`src/core/ext_bus_pkg.sv`:
```
/*
 Constants for the external memory bus interface: register offsets,
 field positions, segment codes, read maps and bus phases.
 Assumes a 32-bit APB register port with byte addresses.
*/
package ext_bus_pkg;

    // ********************************
    // Register offsets
    // ********************************
    localparam logic [7:0] ADDR_OFS   = 8'h00;
    localparam logic [7:0] WDATA_OFS  = 8'h04;
    localparam logic [7:0] CMD_OFS    = 8'h08;
    localparam logic [7:0] STATUS_OFS = 8'h0C;
    localparam logic [7:0] CONFIG_OFS = 8'h10;
    localparam logic [7:0] CLKDIV_OFS = 8'h14;

    // ********************************
    // Field positions
    // ********************************
    localparam int CFG0_PAGE   = 0;
    localparam int CFG0_ADDRESS_LATCH_STRETCH   = 1;
    localparam int CFG0_WSA    = 2;
    localparam int CFG0_RD_LO  = 3;
    localparam int CFG1_WSB    = 0;
    localparam int CMD_WRITE   = 0;
    localparam int CMD_DATA    = 1;
    localparam int ST_BUSY     = 0;
    localparam int ST_SEG_ERR  = 1;
    localparam int ST_INTERNAL = 2;
    localparam int ST_EA       = 3;
    localparam int ST_RDATA_LO = 8;
    localparam int CONF_ONE_LO = 8;

    // ********************************
    // Segments, timing, reset values
    // ********************************
    localparam logic [7:0] SEG_00 = 8'h00;
    localparam logic [7:0] SEG_01 = 8'h01;
    localparam logic [7:0] SEG_FE = 8'hFE;
    localparam logic [7:0] SEG_FF = 8'hFF;
    localparam int         STATE_OSC_CYCLES = 2;
    localparam logic [1:0] CFG_SETTLE = 2'h2;
    localparam int         SYNC_W = 33;

    typedef enum logic [1:0] {
        MAP_256K  = 2'b00,
        MAP_128K  = 2'b01,
        MAP_64K   = 2'b10,
        MAP_SPLIT = 2'b11
    } read_map_t;

    typedef enum logic [1:0] {
        BUS_IDLE = 2'b00,
        BUS_ADDR = 2'b01,
        BUS_DATA = 2'b10
    } bus_state_t;

endpackage : ext_bus_pkg

```
`src/core/sync_two_flop.sv`:
```
/*
 Two flip-flop synchroniser for a group of pin levels.
 Assumes the inputs are levels that stay put longer than two clocks.
*/
`timescale 1ns/1ns
module sync_two_flop #(
    parameter int WIDTH = 1
) (
    input  wire logic             pclk,
    input  wire logic             presetn,
    input  wire logic [WIDTH-1:0] d,
    output logic      [WIDTH-1:0] q
);
    logic [WIDTH-1:0] meta_q;

    // First stage feeds only the second stage
    always_ff @(posedge pclk or negedge presetn) begin
        if (!presetn) begin
            meta_q <= '0;
            q      <= '0;
        end else begin
            meta_q <= d;
            q      <= meta_q;
        end
    end
endmodule : sync_two_flop

```
`src/core/ext_memory_bus_interface.sv`:
```
/*
 External memory bus interface: runs one multiplexed bus cycle per
 software command, with page/non-page mode, wait states and read maps.
 Assumes an APB master, an external address latch and memories that
 answer within the configured states; straps steady around reset.
*/
`timescale 1ns/1ns
// Behaviour
// - A bus state lasts two oscillator cycles; all phases count states.
// - Non-page mode: low port carries low address then data.
// - Page mode: high port carries high address then data.
// - Page mode chosen by the page bit of configuration byte zero.
// - Non-page fetch: one address state, then data state.
// - Latch-stretch bit adds one state to the address phase.
// - Primary wait bit adds one data state in segments FF, FE, 00.
// - Data-only wait bit adds one state to data accesses in segment 01.
// - Only segments 00, 01, FE, FF reach the external bus.
// - Map 00: eighteen address bits, program strobe reads, write strobe writes.
// - Map 01: seventeen bits, bit-seventeen pin freed, space seen twice.
// - Map 10: sixteen bits, both segment pins freed, space seen four times.
// - Map 11: program strobe for code, read strobe for data reads.
// - Map 11: separate code and data segments, each replicated four times.
// - Configuration captured at reset and held during operation.
// - External access pin decides internal or external code fetches.
// - A slower oscillator divider stretches the bus cycle in proportion.
// - Address latch pulses at cycle start while address is driven.
// - External access pin sampled at reset and held until next reset.
module ext_memory_bus_interface #(
    parameter int          CLKDIV_W     = 4,
    parameter logic [15:0] INT_CODE_TOP = 16'h6000
) (
    input  wire logic        pclk,
    input  wire logic        presetn,
    input  wire logic        psel,
    input  wire logic        penable,
    input  wire logic        pwrite,
    input  wire logic [7:0]  paddr,
    input  wire logic [31:0] pwdata,
    output logic             pready,
    output logic [31:0]      prdata,
    output logic             pslverr,
    input  wire logic [7:0]  config_byte_zero,
    input  wire logic [7:0]  config_byte_one,
    input  wire logic        external_access_select_n,
    input  wire logic [7:0]  low_multiplex_port_i,
    output logic [7:0]       low_multiplex_port_o,
    output logic             low_multiplex_port_oe,
    input  wire logic [7:0]  high_multiplex_port_i,
    output logic [7:0]       high_multiplex_port_o,
    output logic             high_multiplex_port_oe,
    output logic             address_latch,
    output logic             program_store_strobe_n,
    output logic             read_strobe_n,
    output logic             write_strobe_n,
    output logic             segment_bit_sixteen_o,
    output logic             segment_bit_sixteen_oe,
    output logic             segment_bit_seventeen_o,
    output logic             segment_bit_seventeen_oe
);

    // ********************************
    // Parameter checks
    // ********************************
    if (CLKDIV_W < 1 || CLKDIV_W > 6) begin : g_bad_div
        $error("CLKDIV_W must be 1 to 6");
    end

    // ********************************
    // State
    // ********************************
    typedef struct packed {
        ext_bus_pkg::bus_state_t fsm;
        logic [7:0]          tick;
        logic                left;
        logic [23:0]         addr;
        logic [7:0]          wdata;
        logic                cmd_wr;
        logic                cmd_data;
        logic [7:0]          rdata;
        logic [1:0]          cap;
        logic                seg_err;
        logic                internal;
        logic [7:0]          cfg0;
        logic [7:0]          cfg1;
        logic                ea_n;
        logic [1:0]          settle;
        logic                cfg_ok;
        logic [CLKDIV_W-1:0] clkdiv;
        logic                pready;
        logic [31:0]         prdata;
        logic                pslverr;
        logic                ale;
        logic                program_store_strobe_n_n;
        logic                rd_n;
        logic                wr_n;
        logic [7:0]          p0_o;
        logic [7:0]          p2_o;
        logic                p0_oe;
        logic                p2_oe;
        logic                a16_o;
        logic                a16_oe;
        logic                a17_o;
        logic                a17_oe;
    } state_t;

    state_t                        s_q;
    state_t                        s_d;
    logic [ext_bus_pkg::SYNC_W-1:0] sync_q;
    logic [7:0]                    sy_cfg0;
    logic [7:0]                    sy_cfg1;
    logic                          sy_ea_n;
    logic [7:0]                    sy_p0;
    logic [7:0]                    sy_p2;
    logic [7:0]                    state_last;
    logic                          last;
    logic                          acc;
    logic                          busy;
    logic                          page;
    ext_bus_pkg::read_map_t        rmap;

    // ********************************
    // Decode helpers
    // ********************************
    function automatic logic seg_ok(input logic [7:0] seg);
        seg_ok = (seg == ext_bus_pkg::SEG_00) || (seg == ext_bus_pkg::SEG_01) ||
                 (seg == ext_bus_pkg::SEG_FE) || (seg == ext_bus_pkg::SEG_FF);
    endfunction : seg_ok

    function automatic logic extra_wait(input logic [7:0] seg, input logic data,
                                        input logic wait_state_primary, input logic wait_state_data_only);
        if (seg == ext_bus_pkg::SEG_01) begin
            extra_wait = wait_state_data_only & data;
        end else begin
            extra_wait = wait_state_primary;
        end
    endfunction : extra_wait

    // ********************************
    // Pin synchronisers
    // ********************************
    sync_two_flop #(
        .WIDTH (ext_bus_pkg::SYNC_W)
    ) u_sync (
        .pclk    (pclk),
        .presetn (presetn),
        .d       ({external_access_select_n, config_byte_one, config_byte_zero,
                   high_multiplex_port_i, low_multiplex_port_i}),
        .q       (sync_q)
    );

    assign {sy_ea_n, sy_cfg1, sy_cfg0, sy_p2, sy_p0} = sync_q;
    assign page = s_q.cfg0[ext_bus_pkg::CFG0_PAGE];
    assign rmap = ext_bus_pkg::read_map_t'(s_q.cfg0[ext_bus_pkg::CFG0_RD_LO +: 2]);
    // One state is two oscillator cycles, each stretched by the divider
    assign state_last = 8'(ext_bus_pkg::STATE_OSC_CYCLES * (int'(s_q.clkdiv) + 1) - 1);
    assign last = (s_q.tick == state_last);
    assign acc = psel & penable & s_q.pready;
    assign busy = (s_q.fsm != ext_bus_pkg::BUS_IDLE) || (s_q.cap != 2'h0);

    // ********************************
    // Next state
    // ********************************
    always_comb begin
        s_d = s_q;
        s_d.pready = psel & penable & ~s_q.pready;

        // Straps are caught once, after the synchroniser has filled
        if (!s_q.cfg_ok) begin
            s_d.settle = s_q.settle + 2'h1;
            if (s_q.settle == ext_bus_pkg::CFG_SETTLE) begin
                s_d.cfg0 = sy_cfg0;
                s_d.cfg1 = sy_cfg1;
                s_d.ea_n = sy_ea_n;
                s_d.cfg_ok = 1'b1;
            end
        end

        // Answer is decided one cycle into the access phase
        if (psel & penable & ~s_q.pready) begin
            s_d.pslverr = 1'b0;
            s_d.prdata = '0;
            unique case (paddr)
                ext_bus_pkg::ADDR_OFS:   s_d.prdata[23:0] = s_q.addr;
                ext_bus_pkg::WDATA_OFS:  s_d.prdata[7:0] = s_q.wdata;
                ext_bus_pkg::CMD_OFS: begin
                    s_d.prdata[ext_bus_pkg::CMD_WRITE] = s_q.cmd_wr;
                    s_d.prdata[ext_bus_pkg::CMD_DATA] = s_q.cmd_data;
                    // A start is refused while busy or before straps land
                    s_d.pslverr = pwrite & (busy | ~s_q.cfg_ok);
                end
                ext_bus_pkg::STATUS_OFS: begin
                    s_d.prdata[ext_bus_pkg::ST_BUSY] = busy;
                    s_d.prdata[ext_bus_pkg::ST_SEG_ERR] = s_q.seg_err;
                    s_d.prdata[ext_bus_pkg::ST_INTERNAL] = s_q.internal;
                    s_d.prdata[ext_bus_pkg::ST_EA] = s_q.ea_n;
                    s_d.prdata[ext_bus_pkg::ST_RDATA_LO +: 8] = s_q.rdata;
                end
                ext_bus_pkg::CONFIG_OFS: begin
                    s_d.prdata[7:0] = s_q.cfg0;
                    s_d.prdata[ext_bus_pkg::CONF_ONE_LO +: 8] = s_q.cfg1;
                    s_d.pslverr = pwrite;
                end
                ext_bus_pkg::CLKDIV_OFS: s_d.prdata[CLKDIV_W-1:0] = s_q.clkdiv;
                default:                 s_d.pslverr = 1'b1;
            endcase
        end

        // Pin level at the strobe's last edge leaves the synchroniser two clocks later
        s_d.cap = {s_q.cap[0], 1'b0};
        if (s_q.cap[1]) begin
            s_d.rdata = page ? sy_p2 : sy_p0;
        end

        // Bus cycle sequencing
        if (s_q.fsm != ext_bus_pkg::BUS_IDLE) begin
            s_d.tick = last ? 8'h00 : s_q.tick + 8'h01;
        end
        unique case (s_q.fsm)
            ext_bus_pkg::BUS_IDLE: begin
            end
            ext_bus_pkg::BUS_ADDR: begin
                if (last && s_q.left) begin
                    s_d.left = 1'b0;
                end else if (last) begin
                    s_d.fsm = ext_bus_pkg::BUS_DATA;
                    s_d.ale = 1'b0;
                    s_d.left = extra_wait(s_q.addr[23:16], s_q.cmd_data,
                                          s_q.cfg0[ext_bus_pkg::CFG0_WSA],
                                          s_q.cfg1[ext_bus_pkg::CFG1_WSB]);
                    if (s_q.cmd_wr) begin
                        s_d.wr_n = 1'b0;
                    end else if (rmap == ext_bus_pkg::MAP_SPLIT && s_q.cmd_data) begin
                        s_d.rd_n = 1'b0;
                    end else begin
                        s_d.program_store_strobe_n_n = 1'b0;
                    end
                    // The data side of the multiplex swaps to data
                    if (page) begin
                        s_d.p2_o = s_q.wdata;
                        s_d.p2_oe = s_q.cmd_wr;
                    end else begin
                        s_d.p0_o = s_q.wdata;
                        s_d.p0_oe = s_q.cmd_wr;
                    end
                end
            end
            ext_bus_pkg::BUS_DATA: begin
                if (last && s_q.left) begin
                    s_d.left = 1'b0;
                end else if (last) begin
                    if (!s_q.cmd_wr) begin
                        s_d.cap = 2'h1;
                    end
                    s_d.fsm = ext_bus_pkg::BUS_IDLE;
                    s_d.program_store_strobe_n_n = 1'b1;
                    s_d.rd_n = 1'b1;
                    s_d.wr_n = 1'b1;
                    s_d.p0_oe = 1'b0;
                    s_d.p2_oe = 1'b0;
                end
            end
            default: begin
                s_d.fsm = ext_bus_pkg::BUS_IDLE;
            end
        endcase

        // Register writes take effect at the completing edge only
        if (acc && pwrite && !s_q.pslverr) begin
            unique case (paddr)
                ext_bus_pkg::ADDR_OFS:   s_d.addr = pwdata[23:0];
                ext_bus_pkg::WDATA_OFS:  s_d.wdata = pwdata[7:0];
                ext_bus_pkg::CLKDIV_OFS: s_d.clkdiv = pwdata[CLKDIV_W-1:0];
                ext_bus_pkg::CMD_OFS: begin
                    s_d.cmd_wr = pwdata[ext_bus_pkg::CMD_WRITE];
                    s_d.cmd_data = pwdata[ext_bus_pkg::CMD_WRITE] | pwdata[ext_bus_pkg::CMD_DATA];
                    s_d.seg_err = ~seg_ok(s_q.addr[23:16]);
                    s_d.internal = 1'b0;
                    if (seg_ok(s_q.addr[23:16])) begin
                        if (!s_d.cmd_data && s_q.ea_n && s_q.addr[23:16] == ext_bus_pkg::SEG_FF &&
                            s_q.addr[15:0] < INT_CODE_TOP) begin
                            s_d.internal = 1'b1;
                        end else begin
                            s_d.fsm = ext_bus_pkg::BUS_ADDR;
                            s_d.tick = 8'h00;
                            s_d.left = s_q.cfg0[ext_bus_pkg::CFG0_ADDRESS_LATCH_STRETCH];
                            s_d.ale = 1'b1;
                            s_d.p0_o = s_q.addr[7:0];
                            s_d.p2_o = s_q.addr[15:8];
                            s_d.p0_oe = 1'b1;
                            s_d.p2_oe = 1'b1;
                            s_d.a16_o = s_q.addr[16];
                            s_d.a17_o = s_q.addr[23];
                            s_d.a16_oe = (rmap == ext_bus_pkg::MAP_256K) ||
                                         (rmap == ext_bus_pkg::MAP_128K);
                            s_d.a17_oe = (rmap == ext_bus_pkg::MAP_256K);
                        end
                    end
                end
                default: begin
                end
            endcase
        end
    end

    always_ff @(posedge pclk or negedge presetn) begin
        if (!presetn) begin
            s_q        <= '0;
            s_q.program_store_strobe_n_n <= 1'b1;
            s_q.rd_n   <= 1'b1;
            s_q.wr_n   <= 1'b1;
        end else begin
            s_q <= s_d;
        end
    end

    assign pready                   = s_q.pready;
    assign prdata                   = s_q.prdata;
    assign pslverr                  = s_q.pslverr;
    assign low_multiplex_port_o     = s_q.p0_o;
    assign low_multiplex_port_oe    = s_q.p0_oe;
    assign high_multiplex_port_o    = s_q.p2_o;
    assign high_multiplex_port_oe   = s_q.p2_oe;
    assign address_latch            = s_q.ale;
    assign program_store_strobe_n   = s_q.program_store_strobe_n_n;
    assign read_strobe_n            = s_q.rd_n;
    assign write_strobe_n           = s_q.wr_n;
    assign segment_bit_sixteen_o    = s_q.a16_o;
    assign segment_bit_sixteen_oe   = s_q.a16_oe;
    assign segment_bit_seventeen_o  = s_q.a17_o;
    assign segment_bit_seventeen_oe = s_q.a17_oe;
endmodule : ext_memory_bus_interface

```
`config.mk`:
```
export PLATFORM = sky130hd
export DESIGN_NAME = ext_memory_bus_interface
export DESIGN_NICKNAME = d
export VERILOG_FILES = /design/src/core/ext_bus_pkg.sv /design/src/core/sync_two_flop.sv /design/src/core/ext_memory_bus_interface.sv
export SDC_FILE = /design/constraint.sdc
export NUM_CORES = 1
export LEC_CHECK = 0
export ABC_AREA = 0
export BUFFER_PORTS_ARGS = -buffer_cell sky130_fd_sc_hd__buf_4
export CAP_MARGIN = 20
export CORE_MARGIN = 3
export CORE_UTILIZATION = 25
export DETAILED_ROUTE_END_ITERATION = 10
export HOLD_SLACK_MARGIN = 0.12
export MAX_ROUTING_LAYER = met4
export SYNTH_ARGS = -nofsm -noshare
export SYNTH_HDL_FRONTEND = slang
export SYNTH_HIERARCHICAL = 1
export SYNTH_SLANG_ARGS = --single-unit
```
`constraint.sdc`:
```
create_clock -name pclk -period 2.92 [get_ports pclk]
set_input_delay 0.292 -clock pclk [delete_from_list [all_inputs] [get_ports pclk]]
set_output_delay 0.292 -clock pclk [all_outputs]
set_load 0.01 [all_outputs]
```
==> results of run 1 <==
-- worst reg2reg max path: stages, from the launching register on --
cell and delay, ns:
sky130_fd_sc_hd__dfrtp_2 0.44, sky130_fd_sc_hd__ha_1 0.31, sky130_fd_sc_hd__and2b_2 0.27, sky130_fd_sc_hd__or3b_4 0.40
sky130_fd_sc_hd__a311oi_4 0.39, sky130_fd_sc_hd__buf_4 0.20, sky130_fd_sc_hd__o211ai_4 0.08, sky130_fd_sc_hd__a221o_1 0.33
sky130_fd_sc_hd__a211o_1 0.30
-- cells in the mapped netlist (all sizes together), types with 7 or more instances --
cell | n | share of area
nand2 | 56 | 0.025
nand3 | 13 | 0.0078
mux2 | 68 | 0.091
a22oi | 8 | 0.0072
clkbuf | 21 | 0.0094
a21oi | 27 | 0.017
o21ai | 38 | 0.023
inv | 14 | 0.0063
mux2i | 33 | 0.039
buf | 57 | 0.049
dfrtp | 196 | 0.59
ha | 8 | 0.012
xnor2 | 7 | 0.0073
a22o | 8 | 0.0084
nor2 | 42 | 0.019
nor3 | 13 | 0.0090
-- power groups by stage --
stage,logic (mW),clock network (mW),registers (mW)
2_1_floorplan,0.0986,0,2.90
3_3_place_gp,0.261,0,2.91
3_5_place_dp,0.262,0,2.91
4_1_cts,0.326,2.37,2.85
5_1_grt,0.357,2.49,2.86
6_report,0.321,2.30,2.85
-- kinds of logic after synthesis --
| group | synth area share |
|---|---|
| compound gates | 0.0924 |
| flops | 0.594 |
| other cells | 0.000447 |
| fa+ha+maj | 0.0119 |
| mux | 0.136 |
| buf+inv | 0.0643 |
| xor+xnor | 0.0115 |
| simple gates | 0.0888 |
-- through the flow --
| stage | area [sq um] | setup WS (ns) | TNS, ns |
|---|---|---|---|
| 3_5_place_dp | 9560 | 0.0761 | 0 |
| 3_3_place_gp | 9560 | 0.142 | 0 |
| 4_1_cts | 10700 | 0.0631 | 0 |
| 5_1_grt | 10800 | -0.0200 | -0.0200 |
| 2_1_floorplan | 8410 | 0.254 | 0 |
| 6_report | 10800 | 0.0823 | 0 |
-- state kept, by name (all words and copies together) (netlist names) --
signal,flops
low_multiplex_port_oe,1
address_latch,1
read_strobe_n,1
pslverr,1
pready,1
segment_bit_seventeen_o,1
high_multiplex_port_o,8
rmap,2
program_store_strobe_n,1
high_multiplex_port_oe,1
prdata,24
s_q,78
segment_bit_sixteen_oe,1
u_sync/meta_q,33
segment_bit_sixteen_o,1
low_multiplex_port_o,8
write_strobe_n,1
u_sync/q,33
page,1
segment_bit_seventeen_oe,1
-- per-layer routing --
layer | vias to the layer above | GRT usage | wire [microns]
met5 | - | - | 0
met4 | 0 | 0.0430 | 569
met3 | 30 | 0.0250 | 767
met2 | 115 | 0.196 | 10300
met1 | 2719 | 0.158 | 9260
li1 | 2647 | - | -
-- layout make-up --
cell class / instances / area (sq um) / area share
flip-flops and latches: 199 / 4990 / 0.463
multi-input cells: 403 / 2890 / 0.269
repair buffers: 203 / 1700 / 0.158
well taps: 442 / 553 / 0.0513
clock buffers: 18 / 429 / 0.0398
clock inverters: 14 / 158 / 0.0146
inverters: 14 / 52.6 / 0.00488
-- timing repair --
action	in CTS	in global routing
endpoints found under the setup margin	0	6
buffers inserted	0	6
hold buffers	58	0
gates resized for setup	0	2
hold endpoints to repair	138	0
-- worst paths after layout --
kind / startpoint / to / slack (ns) / cells past startpoint
max reg2reg: s_q[60] / low_multiplex_port_oe / 0.08 / 8
min in group asynchronous: presetn / s_q[91] / 0.43 / 2
max in group asynchronous: presetn / write_strobe_n / 1.66 / 3
min: paddr[3] / pslverr / 0.20 / 3
min reg2reg: u_sync/meta_q[0] / u_sync/q[0] / 0.35 / 0
max: s_q[60] / low_multiplex_port_oe / 0.08 / 8
==> impl_metrics.yaml, run 1 <==
drt:
  wl_mm: 20.9
  vias_per_cell: 4.26
  drtIter0Drc: 338
  drt_pass1_iterations: 4
  vias: 5511
  avgRoutedWirePerCell_microns: 16.1
  drc_violations_left: 0
  route.antenna.remaining_nets: 0
cells_and_area:
  mostFrequentLayoutCell: "sky130_fd_sc_hd__dfrtp_1"
  num-fill-cells: 3308
  finish.net_count: 924
  n_antenna_cell: 0
  syn_to_final_growth_pct: 28.5
  commonest_cells_after_routing_fill_and_taps_aside: "sky130_fd_sc_hd__dfrtp_1, sky130_fd_sc_hd__buf_4, sky130_fd_sc_hd__mux2_2, sky130_fd_sc_hd__dlygate4sd3_1, sky130_fd_sc_hd__nand2_1"
  layout-drive-gt1-share: 0.311
  postLayoutCoreUtil: 0.329
  final-instance-count-excl-fill: 1293
synth:
  mappedNetlistArea_sq_um: 8380
  syn-mean-instance-area_sq_um: 12.2
  synth_edf_count: 0
  async_flop_share: 1.00
  ys.flop_type: "sky130_fd_sc_hd__dfrtp_1"
  synthCells: 687
  synth-warning-count: 6
  synth.ff_latch_count: 199
  synth_cell_type_count: 61
  synth_sequential_area_ratio: 0.594
floorplan:
  die_x_microns: 189
  core_sq_um: 32800
  rows: 66
  top_level_ports: 138
  initial_core_util: 0.256
  dieArea_sq_um: 35800
  die_y_microns: 189
grt:
  grt_remaining_overflow: 0
  vias_in_the_first_global_route: 5780
  initial_antenna_violation_count: 0
  groute.usage.overall: 0.123
  grt_pass1_wl_mm: 33.3
  grt_start_max_net_pins: 75
clocking:
  clock_insertion_delay_worst_skew_ns: 0.44
  cts_inserted_buffers: 17
  cts_buffer_depth: 2
  cts.clk_slew.worst_paths_ns: 0.08
  cts_num_sinks: 199
  cts.htree.levels: 4
  tritoncts: "done"
  clockRootBuffer: "sky130_fd_sc_hd__clkbuf_16"
pwr:
  power_leakage_nw: 4.96
  power_frac_comb: 0.059
  sw_frac_of_total: 0.245
  cellInternalPower_mw: 4.13
  power.share.clock: 0.420
  power_density_nw_per_um2: 508
  power.switching_mw: 1.34
  power.ir.vdd_worst_v: 0.000346
  total_power_mw: 5.47
  power.sequential.fraction: 0.521
timing:
  timing_hold_violations_final: 0
  maxSlewHeadroom: 0.542
  post-route-min-period_ns: 2.84
  setup_viol: 0
  timing.clock.skew_ns: 0.0104
  max_freq_mhz: 352
  worst-slew-pin-transition_ns: 0.688
  period_share: 0.972
  drv_slew: 0
  finalHoldWorstSlack_ns: 0.199
critical_path:
  cp.required_ns: 3.24
  cpLargestDelayFamily: "compound AO/OA/AOI/OAI gates"
  cp-start-kind: "flop"
  crit_slowest_cell: "sky130_fd_sc_hd__dfrtp_2"
  path_cells: "ha_1 -> and2b_2 -> or3b_4 -> a311oi_4 -> buf_4 -> o211ai_4 -> a221o_1 -> a211o_1"
  critical_path_class: "flop to flop"
  critical_path.endpoint_type: "flop"
  timing.critical_path.arrival_ns: 3.16
  critical-path-max-stage-delay_ns: 0.44
  critPathBufInv: 1
  biggest_fanout_along_the_worst_timing_path: 6
min_path:
  worst_hold_path_type: "primary input to flop"
placement:
  dp_cells: 1197
  dp_hpwl_mm: 15.0
  place.port_buffers: 121
  place.gp.congestion: 0.811
run_status:
  status: "finished, final reports clean"
flow_run:
  number_of_maximum_capacitance_constraint_violations: 0
(Power assumes the default switching activity.)
==> run 2, diff against run 1 <==
--- a/config.mk
+++ b/config.mk
@@ -12,2 +12,3 @@
 export CORE_UTILIZATION = 25
+export CTS_CLUSTER_SIZE = 40
 export DETAILED_ROUTE_END_ITERATION = 10
==> constraint.sdc (replaced) <==
create_clock -name pclk -period 2.92 [get_ports pclk]
set_input_delay 0.584 -clock pclk [delete_from_list [all_inputs] [get_ports pclk]]
set_output_delay 0.584 -clock pclk [all_outputs]
set_load 0.01 [all_outputs]
==> impl_metrics.yaml, run 2 (same netlist as run 1, synthesis figures left out) <==
cells_and_area:
  layout-drive-gt1-share: 0.338
  n_antenna_cell: 0
  mostFrequentLayoutCell: "sky130_fd_sc_hd__dfrtp_1"
  finish.net_count: 871
  syn_to_final_growth_pct: 22.6
  multiInputGateArea_sq_um: 2900
  largest_reg_flops: 78
  commonest_cells_after_routing_fill_and_taps_aside: "sky130_fd_sc_hd__dfrtp_1, sky130_fd_sc_hd__buf_4, sky130_fd_sc_hd__mux2_2, sky130_fd_sc_hd__nand2_1, sky130_fd_sc_hd__nor2_1"
  registers.top_by_ff_count: "s_q"
  final_area_sq_um: 10300
  largestRegisters: "s_q (78), u_sync/meta_q (33), u_sync/q (33)"
  num-fill-cells: 3342
  seq_area_sq_um: 4980
grt:
  use_met2: 0.186
  global_route_layer_with_the_greatest_usage: "met2"
  grt_use_met1: 0.155
  initial_antenna_violation_count: 0
  grt_start_max_net_pins: 71
  grt_remaining_overflow: 0
  vias_in_the_first_global_route: 5473
  grtUsageMet3: 0.0326
  grt_pass1_wl_mm: 32.2
  groute.usage.overall: 0.120
drt:
  drtIter0Drc: 302
  drt_pass1_iterations: 4
  vias_per_cell: 4.27
  avgRoutedWirePerCell_microns: 16.4
  route.antenna.remaining_nets: 0
  vias: 5295
  drc_violations_left: 0
  wl_mm: 20.3
floorplan:
  core_sq_um: 32800
  rows: 66
  die_y_microns: 189
  initial_core_util: 0.256
  die_x_microns: 189
  dieArea_sq_um: 35800
  top_level_ports: 138
flow_run:
  number_of_maximum_capacitance_constraint_violations: 0
placement:
  place.gp.congestion: 0.815
  pre_cts_ws_ns: 0.0319
  place.port_buffers: 121
  placed_cell_area_sq_um: 9640
  dp_hpwl_mm: 15.2
clocking:
  cts.clk_slew.worst_paths_ns: 0.08
  cts.htree.levels: 4
  cts_inserted_buffers: 17
  holdBufCountCts: 0
  clock_insertion_delay_worst_skew_ns: 0.43
  cts_buffer_depth: 2
  tritoncts: "done"
  clockRootBuffer: "sky130_fd_sc_hd__clkbuf_16"
  cts_num_sinks: 199
timing:
  grt_setup_unrepaired: "no"
  period_share: 0.943
  setup_viol: 0
  maxSlewHeadroom: 0.550
  finalHoldWorstSlack_ns: 0.153
  post-route-min-period_ns: 2.75
  drv_slew: 0
  worst-slew-pin-transition_ns: 0.670
  max_freq_mhz: 363
  setup_ws_post_layout_ns: 0.165
  timing_hold_violations_final: 0
  setup_tns_ns: 0
  timing.clock.skew_ns: 0.0112
critical_path:
  crit_slowest_cell: "sky130_fd_sc_hd__dfrtp_1"
  path_cells: "ha_1 -> and2b_2 -> or3b_4 -> a311oi_4 -> buf_4 -> o211ai_4 -> a221o_1 -> a211o_1"
  cp.required_ns: 3.23
  critical_path.endpoint_type: "flop"
  biggest_fanout_along_the_worst_timing_path: 7
  timing.critical_path.arrival_ns: 3.07
  critical_path_class: "flop to flop"
  critical-path-max-stage-delay_ns: 0.47
  cp-start-kind: "flop"
pwr:
  power_leakage_nw: 4.75
  power.ir.vdd_worst_v: 0.000344
  power_density_nw_per_um2: 535
  total_power_mw: 5.49
min_path:
  worst_hold_path_type: "primary input to async pin"
run_status:
  status: "finished, final reports clean"
run 2: cell types whose count changed in the layout (fill, tap and decap cells not counted), sizes merged:
cell / previous run / this run
clkinvlp: 1 / 0
buf: 144 / 149
clkbuf: 19 / 18
clkinv: 7 / 6
bufinv: 0 / 1
dlygate4sd3: 58 / 0
inv: 20 / 21
run 2: path summary, 6_finish.rpt:
kind                                    startpoint                    end  slack (ns)  cells past startpoint
hold / removal                             presetn      u_sync/meta_q[24]        0.15                      1
hold reg to reg                  u_sync/meta_q[19]           u_sync/q[19]        0.34                      0
max in group asynchronous                  presetn                s_q[88]        1.97                      2
setup / recovery                           s_q[61]  low_multiplex_port_oe        0.17                      8
setup reg to reg                           s_q[61]  low_multiplex_port_oe        0.17                      8
min in group pclk          low_multiplex_port_i[6]       u_sync/meta_q[6]        0.25                      1
run 2: cell type report:
| type | count | area share |
|---|---|---|
| Sequential cell | 199 | 0.485 |
| Multi-Input combinational cell | 403 | 0.282 |
| Timing Repair Buffer | 150 | 0.115 |
| Tap cell | 442 | 0.0538 |
| Clock buffer | 17 | 0.0414 |
| Clock inverter | 14 | 0.0177 |
| Inverter | 14 | 0.00511 |
run 2: layer usage:
metal  wire length [microns]  up-vias
met5                       0        -
met2                    9650      115
met3                    1040       27
met4                     433        0
li1                        -     2537
met1                    9170     2616
run 2: critical path: cells and delay by family, from the launching register on:
family / cells / cell delay, ns
adder cells (fa/ha/maj): 1 / 0.32
buffers and inverters: 1 / 0.19
flip-flops: 1 / 0.47
AND/OR/NAND/NOR: 2 / 0.67
AO/OA/AOI/OAI: 4 / 0.99
run 2: power by group:
group / switching [mW] / total [mW] / internal [mW] / leakage [nW]
sequential: 0.0304 / 2.85 / 2.82 / 2.46
combinational: 0.146 / 0.265 / 0.119 / 1.99
clock: 1.15 / 2.38 / 1.23 / 0.296
total: 1.32 / 5.49 / 4.17 / 4.75
run 2: what timing repair did:
item | 4_1_cts | 5_1_grt
buffers inserted | 0 | 3
endpoints found under the setup margin | 0 | 6
gates resized for setup | 0 | 1
run 2: through the flow:
step                      std cells   util
after floorplan                 694      -
after global placement         1205  0.294
after detailed placement       1205  0.294
after CTS                      1236  0.313
after global routing           1239  0.314
final                          1239  0.314
